--- src/hdl/rtc_pkg.sv ---
// Purpose: shared constants and types of the clock register map
// Assumes: 250 MHz system clock, 32.768 kHz time base sampled as a pin
// Notes:   byte-wide registers behind a two-wire serial slave
package rtc_pkg;
    // ----------------------------------------------------------------
    // register offsets
    // ----------------------------------------------------------------
    localparam logic [7:0] SECONDS_OFS = 8'h00;
    localparam logic [7:0] MINUTES_OFS = 8'h01;
    localparam logic [7:0] LAST_TIME_OFS = 8'h06;
    localparam logic [7:0] LAST_NORMAL_OFS = 8'h09;
    localparam logic [7:0] UNLOCK_KEY_FIRST_OFS = 8'h20;
    localparam logic [7:0] UNLOCK_KEY_SECOND_OFS = 8'h21;
    localparam logic [7:0] SPECIAL_FUNCTION_CTRL_OFS = 8'h22;
    localparam int NUM_NORMAL = 10;
    localparam int NUM_TIME = 7;

    // ----------------------------------------------------------------
    // fields and reset values
    // ----------------------------------------------------------------
    localparam int HALT_BIT = 7;
    localparam int OSC_FAIL_BIT = 7;
    localparam logic [3:0] UNITS_LAST = 4'h9;
    localparam logic [2:0] TENS_LAST = 3'h5;
    localparam logic [7:0] SECONDS_RESET = 8'h00;
    localparam logic [7:0] MINUTES_RESET = 8'h80;
    localparam logic [7:0] REG_RESET = 8'h00;
    localparam logic [7:0] REFUSED_DATA = 8'h00;

    // ----------------------------------------------------------------
    // serial link and time base
    // ----------------------------------------------------------------
    localparam logic [6:0] SLAVE_ADDR = 7'h68;
    localparam logic [3:0] BITS_PER_BYTE = 4'h8;
    localparam int SYNC_STAGES = 3;
    localparam int OSC_HZ = 32768;
    localparam logic [14:0] OSC_LAST = 15'(OSC_HZ - 1);

    typedef enum {
        LINK_IDLE,
        LINK_ADDR,
        LINK_WDATA,
        LINK_ACK,
        LINK_LOAD,
        LINK_TX,
        LINK_MACK
    } link_state_e;
endpackage : rtc_pkg

--- src/hdl/rtc_bus_if.sv ---
// Purpose: byte access path between serial slave and register file
// Assumes: single clock domain
// Notes:   ptr is the internal address pointer owned by the slave
interface rtc_bus_if;
    logic [7:0] ptr;
    logic wr_stb;
    logic [7:0] wr_data;
    logic rd_start;
    logic [7:0] rd_data;
    logic locked;

    modport slave (
        output ptr,
        output wr_stb,
        output wr_data,
        output rd_start,
        input rd_data,
        input locked
    );
    modport regs (
        input ptr,
        input wr_stb,
        input wr_data,
        input rd_start,
        output rd_data,
        output locked
    );
endinterface : rtc_bus_if

--- src/hdl/rtc_serial_slave.sv ---
// Purpose: two-wire serial slave, address pointer and byte transfers
// Assumes: scl_lvl and sda_lvl are already synchronised and filtered
// Notes:   sda is driven low only; sda_oe high means pulling low
module rtc_serial_slave (
    input wire logic clk,
    input wire logic reset,
    input wire logic scl_lvl,
    input wire logic sda_lvl,
    output logic sda_out,
    output logic sda_oe,
    rtc_bus_if.slave bus
);
    rtc_pkg::link_state_e state_q;
    logic scl_p_q;
    logic sda_p_q;
    logic [3:0] cnt_q;
    logic [7:0] sh_q;
    logic [7:0] tx_q;
    logic [7:0] ptr_q;
    logic [7:0] wr_data_q;
    logic rw_q;
    logic first_q;
    logic ack_q;
    logic inc_q;
    logic wr_stb_q;
    logic rd_start_q;
    logic scl_rise;
    logic scl_fall;
    logic start_cond;
    logic stop_cond;
    logic addr_hit;
    logic byte_done;

    assign scl_rise = scl_lvl & ~scl_p_q;
    assign scl_fall = ~scl_lvl & scl_p_q;
    assign start_cond = scl_lvl & scl_p_q & sda_p_q & ~sda_lvl;
    assign stop_cond = scl_lvl & scl_p_q & ~sda_p_q & sda_lvl;
    assign addr_hit = (sh_q[7:1] == rtc_pkg::SLAVE_ADDR);
    assign byte_done = (cnt_q == rtc_pkg::BITS_PER_BYTE);
    assign bus.ptr = ptr_q;
    assign bus.wr_stb = wr_stb_q;
    assign bus.wr_data = wr_data_q;
    assign bus.rd_start = rd_start_q;

    always_ff @(posedge clk or posedge reset) begin
        if (reset) begin
            scl_p_q <= 1'b1;
            sda_p_q <= 1'b1;
            sda_out <= 1'b0;
        end else begin
            scl_p_q <= scl_lvl;
            sda_p_q <= sda_lvl;
            sda_out <= 1'b0;
        end
    end

    // ----------------------------------------------------------------
    // transfer sequencer
    // ----------------------------------------------------------------
    always_ff @(posedge clk or posedge reset) begin
        if (reset) begin
            state_q <= rtc_pkg::LINK_IDLE;
            cnt_q <= 4'h0;
            sh_q <= 8'h00;
            tx_q <= 8'h00;
            ptr_q <= 8'h00;
            wr_data_q <= 8'h00;
            rw_q <= 1'b0;
            first_q <= 1'b0;
            ack_q <= 1'b0;
            inc_q <= 1'b0;
            wr_stb_q <= 1'b0;
            rd_start_q <= 1'b0;
            sda_oe <= 1'b0;
        end else begin
            wr_stb_q <= 1'b0;
            rd_start_q <= 1'b0;
            if (stop_cond) begin
                state_q <= rtc_pkg::LINK_IDLE;
                sda_oe <= 1'b0;
            end else if (start_cond) begin
                state_q <= rtc_pkg::LINK_ADDR;
                cnt_q <= 4'h0;
                first_q <= 1'b1;
                sda_oe <= 1'b0;
            end else begin
                case (state_q)
                    rtc_pkg::LINK_ADDR, rtc_pkg::LINK_WDATA: begin
                        if (scl_rise) begin
                            sh_q <= {sh_q[6:0], sda_lvl};
                            cnt_q <= cnt_q + 4'h1;
                        end else if (scl_fall && byte_done) begin
                            cnt_q <= 4'h0;
                            state_q <= rtc_pkg::LINK_ACK;
                            inc_q <= 1'b0;
                            if (state_q == rtc_pkg::LINK_ADDR) begin
                                ack_q <= addr_hit;
                                sda_oe <= addr_hit;
                                rw_q <= sh_q[0];
                                rd_start_q <= addr_hit & sh_q[0];
                            end else if (first_q) begin
                                ptr_q <= sh_q;
                                first_q <= 1'b0;
                                ack_q <= 1'b1;
                                sda_oe <= 1'b1;
                            end else begin
                                // locked timekeeping bytes are not acknowledged
                                ack_q <= ~bus.locked;
                                sda_oe <= ~bus.locked;
                                wr_stb_q <= ~bus.locked;
                                wr_data_q <= sh_q;
                                inc_q <= 1'b1;
                            end
                        end
                    end
                    rtc_pkg::LINK_ACK: begin
                        if (scl_fall) begin
                            sda_oe <= 1'b0;
                            if (!ack_q) begin
                                state_q <= rtc_pkg::LINK_IDLE;
                            end else if (rw_q) begin
                                state_q <= rtc_pkg::LINK_LOAD;
                            end else begin
                                state_q <= rtc_pkg::LINK_WDATA;
                                if (inc_q) begin
                                    ptr_q <= ptr_q + 8'h01;
                                end
                            end
                        end
                    end
                    rtc_pkg::LINK_LOAD: begin
                        tx_q <= bus.rd_data;
                        sda_oe <= ~bus.rd_data[7];
                        cnt_q <= 4'h0;
                        state_q <= rtc_pkg::LINK_TX;
                    end
                    rtc_pkg::LINK_TX: begin
                        if (scl_rise) begin
                            cnt_q <= cnt_q + 4'h1;
                        end else if (scl_fall) begin
                            if (byte_done) begin
                                sda_oe <= 1'b0;
                                state_q <= rtc_pkg::LINK_MACK;
                            end else begin
                                tx_q <= {tx_q[6:0], 1'b0};
                                sda_oe <= ~tx_q[6];
                            end
                        end
                    end
                    rtc_pkg::LINK_MACK: begin
                        if (scl_rise) begin
                            ack_q <= ~sda_lvl;
                        end else if (scl_fall) begin
                            ptr_q <= ptr_q + 8'h01;
                            state_q <= ack_q ? rtc_pkg::LINK_LOAD : rtc_pkg::LINK_IDLE;
                        end
                    end
                    default: begin
                        sda_oe <= 1'b0;
                    end
                endcase
            end
        end
    end
endmodule : rtc_serial_slave

--- src/hdl/rtc_regmap.sv ---
// Purpose: register map and seconds counter of a serial real-time clock
// Assumes: scl, sda, oscillator and supply-good arrive from outside clk
// Notes:   minutes take the seconds carry; higher fields are plain storage
//
// Overview of operation
// - registers 0x00 to 0x09 are decoded as the normal timekeeping set.
// - key one at 0x20, key two at 0x21, special control at 0x22.
// - after return to main supply, time registers refresh within one second.
// - reads starting before that refresh return time captured at backup entry.
// - seconds bit 7 halts the oscillator; 0 at power-up, kept at switchover.
// - seconds bits 6..4 hold BCD tens 0..5, kept at switchover.
// - out-of-range digits keep counting until rollover restores valid values.
// - seconds bits 3..0 hold BCD units 0..9, kept at switchover.
// - registers 0..9 refuse serial access while on backup supply.
// - reads start at the pointer: the last pointer write, plus one for each byte moved since.
module rtc_regmap (
    input wire logic clk,
    input wire logic reset,
    input wire logic scl_in,
    input wire logic sda_in,
    input wire logic osc_in,
    input wire logic main_power_in,
    output logic sda_out,
    output logic sda_oe,
    output logic osc_enable
);
    localparam int NUM_IN = 4;

    rtc_bus_if bus ();

    logic [NUM_IN-1:0] raw_in;
    logic [NUM_IN-1:0] sync1_q;
    logic [NUM_IN-1:0] sync2_q;
    logic [NUM_IN-1:0] sync3_q;
    logic [NUM_IN-1:0] level_q;
    logic scl_lvl;
    logic sda_lvl;
    logic osc_lvl;
    logic power_ok;
    logic osc_p_q;
    logic power_p_q;
    logic [14:0] osc_cnt_q;
    logic sec_tick_q;
    logic stale_q;
    logic use_snap_q;
    localparam int NUM_NORMAL_T = rtc_pkg::NUM_NORMAL;
    localparam int NUM_TIME_T = rtc_pkg::NUM_TIME;
    logic [7:0] regs_q [NUM_NORMAL_T];
    logic [7:0] snap_q [NUM_TIME_T];
    logic [7:0] key_first_q;
    logic [7:0] key_second_q;
    logic [7:0] sf_ctrl_q;
    logic [8:0] sec_next;
    logic [8:0] min_next;
    logic [7:0] rd_mux;

    // one-step BCD increment; returns {carry, bit7, tens, units}
    function automatic logic [8:0] bcd_step(input logic [7:0] v);
        logic [3:0] units;
        logic [2:0] tens;
        logic carry;
        units = v[3:0];
        tens = v[6:4];
        carry = 1'b0;
        if (units == rtc_pkg::UNITS_LAST) begin
            units = 4'h0;
            if (tens == rtc_pkg::TENS_LAST) begin
                tens = 3'h0;
                carry = 1'b1;
            end else begin
                tens = tens + 3'h1;
            end
        end else begin
            // a written 0xA..0xF keeps counting and wraps to zero by itself
            units = units + 4'h1;
        end
        return {carry, v[7], tens, units};
    endfunction : bcd_step

    function automatic logic is_normal(input logic [7:0] a);
        return a <= rtc_pkg::LAST_NORMAL_OFS;
    endfunction : is_normal

    // ----------------------------------------------------------------
    // pin synchronisers
    // ----------------------------------------------------------------
    assign raw_in = {main_power_in, osc_in, sda_in, scl_in};

    generate
        for (genvar i = 0; i < NUM_IN; i++) begin : g_sync
            always_ff @(posedge clk or posedge reset) begin
                if (reset) begin
                    sync1_q[i] <= 1'b1;
                    sync2_q[i] <= 1'b1;
                    sync3_q[i] <= 1'b1;
                    level_q[i] <= 1'b1;
                end else begin
                    sync1_q[i] <= raw_in[i];
                    sync2_q[i] <= sync1_q[i];
                    sync3_q[i] <= sync2_q[i];
                    // a change counts only once two stages agree
                    if (sync2_q[i] == sync3_q[i]) begin
                        level_q[i] <= sync3_q[i];
                    end
                end
            end
        end
    endgenerate

    assign scl_lvl = level_q[0];
    assign sda_lvl = level_q[1];
    assign osc_lvl = level_q[2];
    assign power_ok = level_q[3];

    rtc_serial_slave u_slave (
        .clk(clk),
        .reset(reset),
        .scl_lvl(scl_lvl),
        .sda_lvl(sda_lvl),
        .sda_out(sda_out),
        .sda_oe(sda_oe),
        .bus(bus.slave)
    );

    // ----------------------------------------------------------------
    // one-second time base
    // ----------------------------------------------------------------
    always_ff @(posedge clk or posedge reset) begin
        if (reset) begin
            osc_p_q <= 1'b1;
            osc_cnt_q <= 15'h0000;
            sec_tick_q <= 1'b0;
        end else begin
            osc_p_q <= osc_lvl;
            sec_tick_q <= 1'b0;
            if (regs_q[0][rtc_pkg::HALT_BIT]) begin
                osc_cnt_q <= 15'h0000;
            end else if (osc_lvl && !osc_p_q) begin
                if (osc_cnt_q == rtc_pkg::OSC_LAST) begin
                    osc_cnt_q <= 15'h0000;
                    sec_tick_q <= 1'b1;
                end else begin
                    osc_cnt_q <= osc_cnt_q + 15'h0001;
                end
            end
        end
    end

    always_ff @(posedge clk or posedge reset) begin
        if (reset) begin
            osc_enable <= 1'b1;
        end else begin
            osc_enable <= ~regs_q[0][rtc_pkg::HALT_BIT];
        end
    end

    // ----------------------------------------------------------------
    // backup supply tracking
    // ----------------------------------------------------------------
    // the visible copy may lag by up to one tick; a halted clock refreshes at once
    always_ff @(posedge clk or posedge reset) begin
        if (reset) begin
            power_p_q <= 1'b1;
            stale_q <= 1'b0;
            use_snap_q <= 1'b0;
        end else begin
            power_p_q <= power_ok;
            if (power_p_q && !power_ok) begin
                stale_q <= 1'b1;
            end else if (power_ok && (sec_tick_q || regs_q[0][rtc_pkg::HALT_BIT])) begin
                stale_q <= 1'b0;
            end
            if (bus.rd_start) begin
                use_snap_q <= stale_q;
            end
        end
    end

    always_ff @(posedge clk or posedge reset) begin
        if (reset) begin
            for (int i = 0; i < NUM_TIME_T; i++) begin
                snap_q[i] <= rtc_pkg::REG_RESET;
            end
        end else if (power_p_q && !power_ok) begin
            for (int i = 0; i < NUM_TIME_T; i++) begin
                snap_q[i] <= regs_q[i];
            end
        end
    end

    // ----------------------------------------------------------------
    // register file
    // ----------------------------------------------------------------
    assign sec_next = bcd_step(regs_q[0]);
    assign min_next = bcd_step(regs_q[1]);

    always_ff @(posedge clk or posedge reset) begin
        if (reset) begin
            for (int i = 0; i < NUM_NORMAL_T; i++) begin
                regs_q[i] <= rtc_pkg::REG_RESET;
            end
            regs_q[0] <= rtc_pkg::SECONDS_RESET;
            regs_q[1] <= rtc_pkg::MINUTES_RESET;
            key_first_q <= rtc_pkg::REG_RESET;
            key_second_q <= rtc_pkg::REG_RESET;
            sf_ctrl_q <= rtc_pkg::REG_RESET;
        end else begin
            // seconds and a carried minutes step in the same cycle; a host write in that cycle wins
            if (sec_tick_q) begin
                regs_q[0] <= sec_next[7:0];
                if (sec_next[8]) begin
                    regs_q[1] <= min_next[7:0];
                end
            end
            if (bus.wr_stb) begin
                if (is_normal(bus.ptr) && power_ok) begin
                    regs_q[bus.ptr[3:0]] <= bus.wr_data;
                end
                case (bus.ptr)
                    rtc_pkg::UNLOCK_KEY_FIRST_OFS: key_first_q <= bus.wr_data;
                    rtc_pkg::UNLOCK_KEY_SECOND_OFS: key_second_q <= bus.wr_data;
                    rtc_pkg::SPECIAL_FUNCTION_CTRL_OFS: sf_ctrl_q <= bus.wr_data;
                    default: begin
                    end
                endcase
            end
        end
    end

    assign bus.locked = is_normal(bus.ptr) & ~power_ok;

    always_comb begin
        rd_mux = rtc_pkg::REFUSED_DATA;
        if (is_normal(bus.ptr)) begin
            if (!power_ok) begin
                rd_mux = rtc_pkg::REFUSED_DATA;
            end else if (use_snap_q && bus.ptr <= rtc_pkg::LAST_TIME_OFS) begin
                rd_mux = snap_q[bus.ptr[2:0]];
            end else begin
                rd_mux = regs_q[bus.ptr[3:0]];
            end
        end else begin
            case (bus.ptr)
                rtc_pkg::UNLOCK_KEY_FIRST_OFS: rd_mux = key_first_q;
                rtc_pkg::UNLOCK_KEY_SECOND_OFS: rd_mux = key_second_q;
                rtc_pkg::SPECIAL_FUNCTION_CTRL_OFS: rd_mux = sf_ctrl_q;
                default: rd_mux = rtc_pkg::REFUSED_DATA;
            endcase
        end
    end

    assign bus.rd_data = rd_mux;
endmodule : rtc_regmap

--- config.mk ---
export PLATFORM = sky130hd
export DESIGN_NAME = rtc_regmap
export DESIGN_NICKNAME = d
export VERILOG_FILES = /design/src/hdl/rtc_pkg.sv /design/src/hdl/rtc_bus_if.sv /design/src/hdl/rtc_serial_slave.sv /design/src/hdl/rtc_regmap.sv
export SDC_FILE = /design/constraint.sdc
export NUM_CORES = 1
export LEC_CHECK = 0
export BUFFER_PORTS_ARGS = -buffer_cell sky130_fd_sc_hd__buf_2
export CAP_MARGIN = 20
export CORE_ASPECT_RATIO = 1.1
export CORE_UTILIZATION = 50
export DETAILED_ROUTE_END_ITERATION = 12
export MAX_ROUTING_LAYER = met4
export PLACE_DENSITY = 0.76
export SYNTH_ARGS = -nofsm -noshare
export SYNTH_HDL_FRONTEND = slang
export SYNTH_SLANG_ARGS = --single-unit
--- constraint.sdc ---
create_clock -name clk -period 21.9 [get_ports clk]
set_input_delay 1.095 -clock clk [delete_from_list [all_inputs] [get_ports clk]]
set_output_delay 1.095 -clock clk [all_outputs]
set_load 0.005 [all_outputs]
==> metrics.yaml, run 1 <==
setup_path:
  arrival_ps: 3570
  regToRegEndpoint: "u_slave.sda_oe"
  cp.required_ps: 22300
  rr_worst_depth: 8
  startpoint_type: "flop"
  cpPeakStageDelay_ps: 710
  cp-end-kind: "flop"
  cp_slowest_cell: "a2111oi_0"
  path_class: "flop to flop"
  ff2ff_setup_slack_ps: 18730
  critical_path.max_fanout: 44
  worstPathCellList: "buf_4, ha_1, o21bai_1, a2111oi_0, a22oi_1, nor2b_1, nor3_1, a21oi_1"
  r2r-start: "u_slave.bus.ptr[0]"
finish:
  area_growth_pct: 9.077
  drive_gt1_share_pct: 28.68
  multi_input_area_mm2: 0.005080
  fillers: 1830
  mostFrequentLayoutCells: "dfrtp_1, mux2_2, nor2_1, nand2_1, a21oi_1"
  fin_nets: 947
  stdcell_area_mm2: 0.01252
  final_common_cell: "dfrtp_1"
  final_util_pct: 56.11
  antennaDiodeCount: 0
  seq_area_mm2: 0.006136
die:
  initial_utilization_pct: 51.44
  dieArea_mm2: 0.02358
  die_y_um: 160.9
  core_mm2: 0.02232
  die_width_um: 146.5
  ios: 9
  fp-row-count: 57
detailed_routing:
  ant_nets: 0
  route.layer.met1.wl_um: 10870
  vias: 7390
  dr_wl_met2_um: 11770
  wl_met3_um: 1129
  post_drt_wl_per_cell_um: 19.46
  drt_iter0_drc: 530
  top_layer: "met4"
  drc: 0
  routed_via_density: 5.926
  wl_um: 24260
  first_pass_iters: 7
clock_tree:
  h-tree-depth: 1
  cts_buffers: 25
  clock_sinks: 244
  cts_hold_buf: 0
  clock_path_buffers: 3
  cts_tree: "done"
  cts_resized: 0
  clk_pin_slew_worst_paths_ps: 60
  clk_latency_ps: 520
  post_cts.repair.setup_buffers: 0
  root_buffer: "clkbuf_16"
place:
  place.gp.congestion: 0.8843
  port-buffer-count: 7
  dp_hpwl_um: 15840
  placed_area_mm2: 0.01173
  dp_slack_ps: 18900
synth:
  synth_area_per_cell_um2: 12.12
  synth-seq-cells: 244
  synthesis.nets: 960
  seq_area_frac_synth_pct: 53.42
  syn_inst: 947
  synth_edf_count: 0
  synth_top_area_share_pct: 48.38
  synth.distinct_cells: 67
  ys_async_sr_fraction_pct: 100.0
  synth_top_cell_by_area: "dfrtp_1"
  synth.area.top_cells: "dfrtp_1, mux2_2, dfstp_2, mux4_2, mux2i_1"
  synth_ff_type: "dfrtp_1"
  synth_area_mm2: 0.01148
  yosys_warnings: 0
sta:
  tightest_slew_ps: 926.9
  finalSetupTns_ps: 0
  setup_ws_ps: 18730
  max_freq_mhz: 315.2
  fin_skew_ps: 16.83
  final-setup-viol-count: 0
  grt_setup_unrepaired: "no"
  max_slew_margin_pct: 38.21
  maxSlewViolCount: 0
  hold_violations: 0
  period_needed_ps: 3172
  finalCritPeriodShare_pct: 14.48
  whs_ps: 356.0
min_path:
  worstHoldStart: "sync1_q[1]"
  hold_class: "flop to flop"
  min_path_cells: 0
  min_to: "sync2_q[1]"
global_route:
  grt_max_degree: 111
  grt_pass1_wl_um: 40320
  gr-total-overflow: 0
  antenna_found_initial: 0
  grt_pass1_vias: 7453
  grt_use_total_pct: 22.21
pwr:
  leakagePower_nw: 5.722
  pwr_density_cell_mw_per_mm2: 91.90
  worst_ir_drop_vdd_v: 0.00005809
flow_run:
  cap_violations: 0
outcome:
  outcome: "complete, no violations"
[synth_stat cells, drive strengths merged (3+ instances only)]
library cell,number
dfrtp,222
mux2,164
nor2,76
nand2,66
a21oi,39
clkbuf,35
mux2i,30
o21ai,28
dfstp,22
nand3,22
mux4,20
buf,19
o211ai,17
nor2b,15
xor2,14
inv,13
nand2b,10
nor3,10
a222oi,8
nand4,8
o31ai,8
a31oi,7
ha,7
nor3b,7
maj3,5
o22ai,5
xnor2,5
a211oi,4
a22oi,4
and2,4
and3,4
nand4b,4
o21a,4
a21o,3
a22o,3
nor4b,3
or3,3
[layer usage]
| layer | track usage (%) | up-vias |
|---|---|---|
| met4 | 6.155 | 0 |
| met3 | 3.494 | 34 |
| met5 | - | - |
| met1 | 29.46 | 3742 |
| met2 | 35.58 | 184 |
| li1 | - | 3430 |
[critical path, delay by kind of cell, from the launching register on]
kind            cells  cell delay (ps)
buf+inv             1              540
simple gates        2              360
flops               1              340
fa+ha+maj           1              610
compound gates      4             1200
[cell type report]
class | instances | share of cell area (%)
well taps | 295 | 2.947
clock inverters | 12 | 0.7193
flip-flops and latches | 244 | 48.99
inverters | 13 | 0.4496
multi-input cells | 636 | 40.56
clock buffers | 33 | 5.634
repair buffers | 14 | 0.6993
[cells by family (layout without fill, tap and decap cells)]
family / after synthesis / in the layout / synth area share, %
AO/OA/AOI/OAI: 148 / 148 / 8.565
XOR/XNOR: 19 / 19 / 1.449
adder cells (fa/ha/maj): 12 / 12 / 1.199
buffers and inverters: 67 / 72 / 2.365
flip-flops: 244 / 244 / 53.42
multiplexers: 214 / 214 / 22.62
other: 1 / 1 / 0.03266
AND/OR/NAND/NOR: 242 / 242 / 10.35
[state kept, by name (all words and copies together) (netlist names), 3 cells and up]
signal	count
sync3_q	4
key_first_q	8
u_slave.sh_q	8
u_slave.cnt_q	4
regs_q	79
key_second_q	8
osc_cnt_q	15
u_slave.state_q	3
u_slave.bus.wr_data	8
u_slave.bus.ptr	8
sync2_q	4
snap_q	56
u_slave.tx_q	7
sync1_q	4
sf_ctrl_q	8
[where the power goes]
group          switching (mW)  total [mW]  internal, mW
clock                   0.172       0.410         0.238
sequential             0.0432       0.525         0.482
combinational           0.131       0.216        0.0843
[worst max-delay path by stage]
stage / from / to
floorplan: reset / key_first_q[0]
global placement: u_slave.bus.ptr[0] / u_slave.sda_oe
detailed placement: u_slave.bus.ptr[0] / u_slave.sda_oe
CTS: u_slave.bus.ptr[0] / u_slave.sda_oe
global route: u_slave.bus.ptr[0] / u_slave.sda_oe
finish: u_slave.bus.ptr[0] / u_slave.sda_oe
[per-stage QoR]
stage / instances / power, mW
floorplan: 947 / 0.6963
global placement: 1202 / 0.7407
detailed placement: 1202 / 0.7466
CTS: 1247 / 1.159
global route: 1247 / 1.206
finish: 1247 / 1.151
Note: power is estimated with default switching activity, not from simulation.
==> run 2: changes to the inputs <==
- clock period: 21.9 -> 2.94 ns (I/O delays scaled with it)
==> run 2 against run 1 <==
Effect of this change:
- final area increased by 3.4%
- total power rose to 8.1 times the previous value
- flip-flop and latch count stayed put
==> metrics.yaml, run 2 (synthesis results as in run 1) <==
setup_path:
  cp.required_ps: 3350  # -18,950 ps
  cp-end-kind: "flop"
  arrival_ps: 2860  # -710 ps
  critical_path.max_fanout: 14  # -68%
  startpoint_type: "flop"
  cp_slowest_cell: "a2111oi_0"
  worstPathCellList: "inv_1, ha_1, o21bai_1, a2111oi_0, a22oi_1, nor2b_1, nor3_1, a21oi_1"
  path_class: "flop to flop"
  cpPeakStageDelay_ps: 700  # about the same
finish:
  antennaDiodeCount: 0  # unchanged
  mostFrequentLayoutCells: "dfrtp_1, mux2_2, nor2_1, nand2_1, a21oi_1"
  seq_area_mm2: 0.006136  # unchanged
  area_growth_pct: 12.75
  final_util_pct: 58.00  # +1.9 points
  fillers: 1763  # -3.7%
  top_regs: "regs_q (79), snap_q (56), osc_cnt_q (15)"
  final_cell_count_no_fill: 1271  # +1.9%
  regMostFlops: "regs_q"
  fin_nets: 970  # +2.4%
  drive_gt1_share_pct: 30.12  # +1.4 points
  final_common_cell: "dfrtp_1"
  multi_input_area_mm2: 0.005080  # unchanged
  largest_reg_flops: 79  # unchanged
sta:
  grt_setup_unrepaired: "no"
  max_freq_mhz: 407.3  # +29%
  tightest_slew_ps: 935.4  # +8.495 ps
  maxSlewViolCount: 0  # unchanged
  hold_violations: 0  # unchanged
  whs_ps: 265.4  # -90.60 ps
  max_slew_margin_pct: 37.64  # -0.57 points
  fin_skew_ps: 13.18  # -3.651 ps
  final-setup-viol-count: 0  # unchanged
  finalCritPeriodShare_pct: 83.51  # +69 points
  setup_ws_ps: 484.9  # -18,240 ps
  period_needed_ps: 2455  # -717.0 ps
  finalSetupTns_ps: 0  # unchanged
place:
  place.gp.congestion: 0.9355  # +5.8%
  dp.cells: 1219  # +1.4%
  dp_hpwl_um: 16950  # +7.0%
  dp_slack_ps: 525.5  # -18,380 ps
  port-buffer-count: 7  # unchanged
pwr:
  pwr_density_cell_mw_per_mm2: 721.1  # +680%
  worst_ir_drop_vdd_v: 0.0004460  # +670%
  leakagePower_nw: 5.929  # +3.6%
global_route:
  grtUsageMet1_pct: 29.87  # +0.41 points
  antenna_found_initial: 0  # unchanged
  grtUsageMet3_pct: 2.869  # -0.62 points
  gr-total-overflow: 0  # unchanged
  grt_pass1_vias: 7982  # +7.1%
  grt_pass1_wl_um: 42620  # +5.7%
  busiest_layer: "met2"
  grt_use_total_pct: 23.29  # +1.1 points
  grt_max_degree: 59  # -47%
  met2_usage_pct: 38.14  # +2.6 points
die:
  die_y_um: 160.9  # unchanged
  die_width_um: 146.5  # unchanged
  fp-row-count: 57  # unchanged
  dieArea_mm2: 0.02358  # unchanged
  core_mm2: 0.02232  # unchanged
  initial_utilization_pct: 51.44  # unchanged
  ios: 9  # unchanged
min_path:
  hold_class: "primary input to flop"
outcome:
  outcome: "complete, no violations"
clock_tree:
  clk_latency_ps: 530  # about the same
  clock_sinks: 244  # unchanged
  post_cts.repair.setup_buffers: 0  # unchanged
  root_buffer: "clkbuf_16"
  cts_buffers: 26  # +4.0%
  cts_resized: 0  # unchanged
  h-tree-depth: 1  # unchanged
  clk_pin_slew_worst_paths_ps: 60  # about the same
  cts_tree: "done"
  clock_path_buffers: 3  # unchanged
  cts_hold_buf: 5  # +5
detailed_routing:
  wl_um: 25290  # +4.2%
  ant_nets: 0  # unchanged
  post_drt_wl_per_cell_um: 19.89  # +2.3%
  vias: 7682  # +4.0%
  routed_via_density: 6.044  # +2.0%
  first_pass_iters: 5  # -2
  drt_iter0_drc: 640  # +21%
  drc: 0  # unchanged
flow_run:
  cap_violations: 0  # unchanged
## run 2: power breakdown
part | leakage [nW] | internal (mW) | switching, mW
combinational | 2.15 | 0.692 | 1.03
clock | 0.482 | 2.36 | 1.33
sequential | 3.29 | 3.59 | 0.334
## run 2: final timing paths
check                           slack, ps        endpoint  cells after the start                from
worst min register to register        350      sync2_q[0]                      0          sync1_q[0]
min in group asynchronous             310      regs_q[18]                      3               reset
worst max register to register        480  u_slave.sda_oe                      8  u_slave.bus.ptr[0]
worst min-delay path                  270      sync1_q[0]                      2              scl_in
max in group asynchronous            1820         osc_p_q                      4               reset
worst max-delay path                  480  u_slave.sda_oe                      8  u_slave.bus.ptr[0]
## run 2: worst max-delay path, delay by kind of cell, from the launching register on
family | cells | cell delay [ps]
AND/OR/NAND/NOR | 2 | 350
flip-flops | 1 | 520
AO/OA/AOI/OAI | 4 | 1100
buffers and inverters | 1 | 180
adder cells (fa/ha/maj) | 1 | 190
## run 2: area by class of cell
type                            count  share of cell area [%]
Tap cell                          295                   2.851
Timing Repair Buffer               36                   2.532
Sequential cell                   244                   47.40
Inverter                           13                  0.4059
Clock buffer                       31                   5.567
Multi-Input combinational cell    636                   39.24
Clock inverter                     16                   2.010
## run 2: stage by stage
| stage | power [mW] | cell area (um2) |
|---|---|---|
| 6_report | 9.335 | 12950 |
| 5_1_grt | 9.726 | 12950 |
| 4_1_cts | 9.372 | 12950 |
| 3_5_place_dp | 5.668 | 11920 |
| 3_3_place_gp | 5.631 | 11920 |
| 2_1_floorplan | 5.188 | 11490 |
## run 2: routing by layer
layer,vias to the layer above,wire (um),share of wire [%]
li1,3460,-,-
met1,3986,10960,43
met2,174,12560,50
met3,62,954,3.8
met4,0,811,3.2
met5,-,0,0
==> run 3: changes to the inputs <==
- clock period: 2.94 -> 2.4 ns (I/O delays scaled with it)
==> run 3 against run 2 <==
Effect of this change:
- clock skew fell by 2.5 ps
- fmax rose by 12%
- die area did not move
- total power rose by 20%
- sequential power rose by 21%
- highest routed layer unchanged
==> metrics.yaml, run 3 (synthesis results as in run 1) <==
die:
  core_mm2: 0.02232  # unchanged
  initial_utilization_pct: 51.44  # unchanged
  dieArea_mm2: 0.02358  # unchanged
  ios: 9  # unchanged
  die_y_um: 160.9  # unchanged
  die_width_um: 146.5  # unchanged
  fp-row-count: 57  # unchanged
sta:
  setup_ws_ps: 210.2  # -274.7 ps
  final-setup-viol-count: 0  # unchanged
  hold_violations: 0  # unchanged
  tightest_slew_ps: 923.5  # -11.89 ps
  max_slew_margin_pct: 38.30  # +0.66 points
  grt_setup_unrepaired: "no"
  maxSlewViolCount: 0  # unchanged
  max_freq_mhz: 456.7  # +12%
  fin_skew_ps: 10.67  # -2.510 ps
  finalCritPeriodShare_pct: 91.24  # +7.7 points
  period_needed_ps: 2190  # -265.3 ps
  finalSetupTns_ps: 0  # unchanged
global_route:
  antenna_found_initial: 0  # unchanged
  gr-total-overflow: 0  # unchanged
  grt_max_degree: 55  # -6.8%
  grt_use_total_pct: 23.42  # +0.13 points
  grt_pass1_wl_um: 42720  # +0.23%
  grt_pass1_vias: 8033  # +0.64%
finish:
  fillers: 1701  # -3.5%
  seq_area_mm2: 0.006136  # unchanged
  regMostFlops: "regs_q"
  mostFrequentLayoutCells: "dfrtp_1, mux2_2, nor2_1, nand2_1, buf_4"
  multi_input_area_mm2: 0.005086  # +0.12%
  drive_gt1_share_pct: 32.14  # +2.0 points
  stdcell_area_mm2: 0.01313  # +1.4%
  fin_nets: 1001  # +3.2%
  area_growth_pct: 14.32
  largest_reg_flops: 79  # unchanged
  top_regs: "regs_q (79), snap_q (56), osc_cnt_q (15)"
  final_common_cell: "dfrtp_1"
  antennaDiodeCount: 0  # unchanged
setup_path:
  startpoint_type: "flop"
  path_class: "flop to flop"
  arrival_ps: 2610  # -250 ps
  cp-end-kind: "flop"
  critPathBufInv: 1  # unchanged
  cp.required_ps: 2820  # -530 ps
  path_delay_family: "compound AO/OA/AOI/OAI gates"
  cpPeakStageDelay_ps: 400  # -300 ps
  ff2ff_setup_slack_ps: 210  # -270 ps
  rr_worst_depth: 8  # unchanged
  r2r-start: "u_slave.cnt_q[0]"
  critical_path.max_fanout: 5  # -9
  worstPathCellList: "inv_1, ha_1, and3b_1, maj3_1, o21a_1, a21oi_1, a211oi_1, a311oi_1"
  cp_slowest_cell: "dfrtp_1"
  regToRegEndpoint: "u_slave.state_q[2]"
detailed_routing:
  ant_nets: 0  # unchanged
  vias: 7810  # +1.7%
  drc: 0  # unchanged
  wl_um: 25790  # +2.0%
  post_drt_wl_per_cell_um: 19.79  # -0.53%
  drt_iter0_drc: 575  # -10%
  routed_via_density: 5.994  # -0.83%
  first_pass_iters: 5  # unchanged
clock_tree:
  clk_latency_ps: 520  # about the same
  clock_sinks: 244  # unchanged
  cts_resized: 0  # unchanged
  clk_pin_slew_worst_paths_ps: 60  # about the same
  h-tree-depth: 1  # unchanged
  cts_hold_buf: 5  # unchanged
  cts_tree: "done"
  cts_buffers: 26  # unchanged
  clock_path_buffers: 3  # unchanged
  root_buffer: "clkbuf_16"
  post_cts.repair.setup_buffers: 0  # unchanged
min_path:
  min_path_cells: 2  # unchanged
  worstHoldStart: "scl_in"
  hold_class: "primary input to flop"
  min_to: "sync1_q[0]"
pwr:
  pwr_density_cell_mw_per_mm2: 853.2  # +18%
  worst_ir_drop_vdd_v: 0.0004227  # -5.2%
  leakagePower_nw: 6.050  # +2.0%
place:
  dp_slack_ps: 201.8  # -323.7 ps
  dp_hpwl_um: 17380  # +2.5%
  placed_area_mm2: 0.01217  # +2.1%
  place.gp.congestion: 0.8778  # -6.2%
  port-buffer-count: 7  # unchanged
outcome:
  outcome: "complete, no violations"
flow_run:
  cap_violations: 0  # unchanged
==> run 3: worst max path at each step <==
stage / from / to / slack, ps / cells after the start
2_1_floorplan: reset / key_first_q[0] / -910 / 1
3_3_place_gp: u_slave.bus.ptr[4] / key_first_q[0] / 290 / 4
3_5_place_dp: u_slave.cnt_q[0] / u_slave.state_q[2] / 200 / 8
4_1_cts: u_slave.cnt_q[0] / u_slave.state_q[2] / 220 / 8
5_1_grt: u_slave.cnt_q[0] / u_slave.state_q[2] / 30 / 8
6_report: u_slave.cnt_q[0] / u_slave.state_q[2] / 210 / 8
==> run 3: layout make-up <==
class                   count  area share [%]
clock buffers              36           5.786
clock inverters            12           1.144
inverters                  13          0.4003
multi-input cells         636           38.75
flip-flops and latches    244           46.74
well taps                 295           2.812
repair buffers             67           4.366
==> run 3: metrics by stage <==
stage	hold WS (ps)	util [%]	power, mW	std cells
detailed placement	226.9	54.50	7.048	1250
global placement	225.9	54.50	7.012	1250
finish	243.6	58.80	11.20	1303
global route	249.3	58.80	11.71	1303
floorplan	124.5	-	6.382	947
CTS	229.6	58.80	11.25	1303
==> run 3: where the power goes <==
part	internal, mW	switching [mW]
Clock	2.54	1.64
Sequential	4.40	0.371
Combinational	0.928	1.32
Total	7.87	3.33
==> run 3: layer usage <==
layer,vias to the layer above,global-route usage (%),routed length (um)
li1,3535,-,-
met1,4041,30.62,11070
met2,207,38.96,13110
met3,27,2.813,1203
met4,0,5.919,402
met5,-,-,0
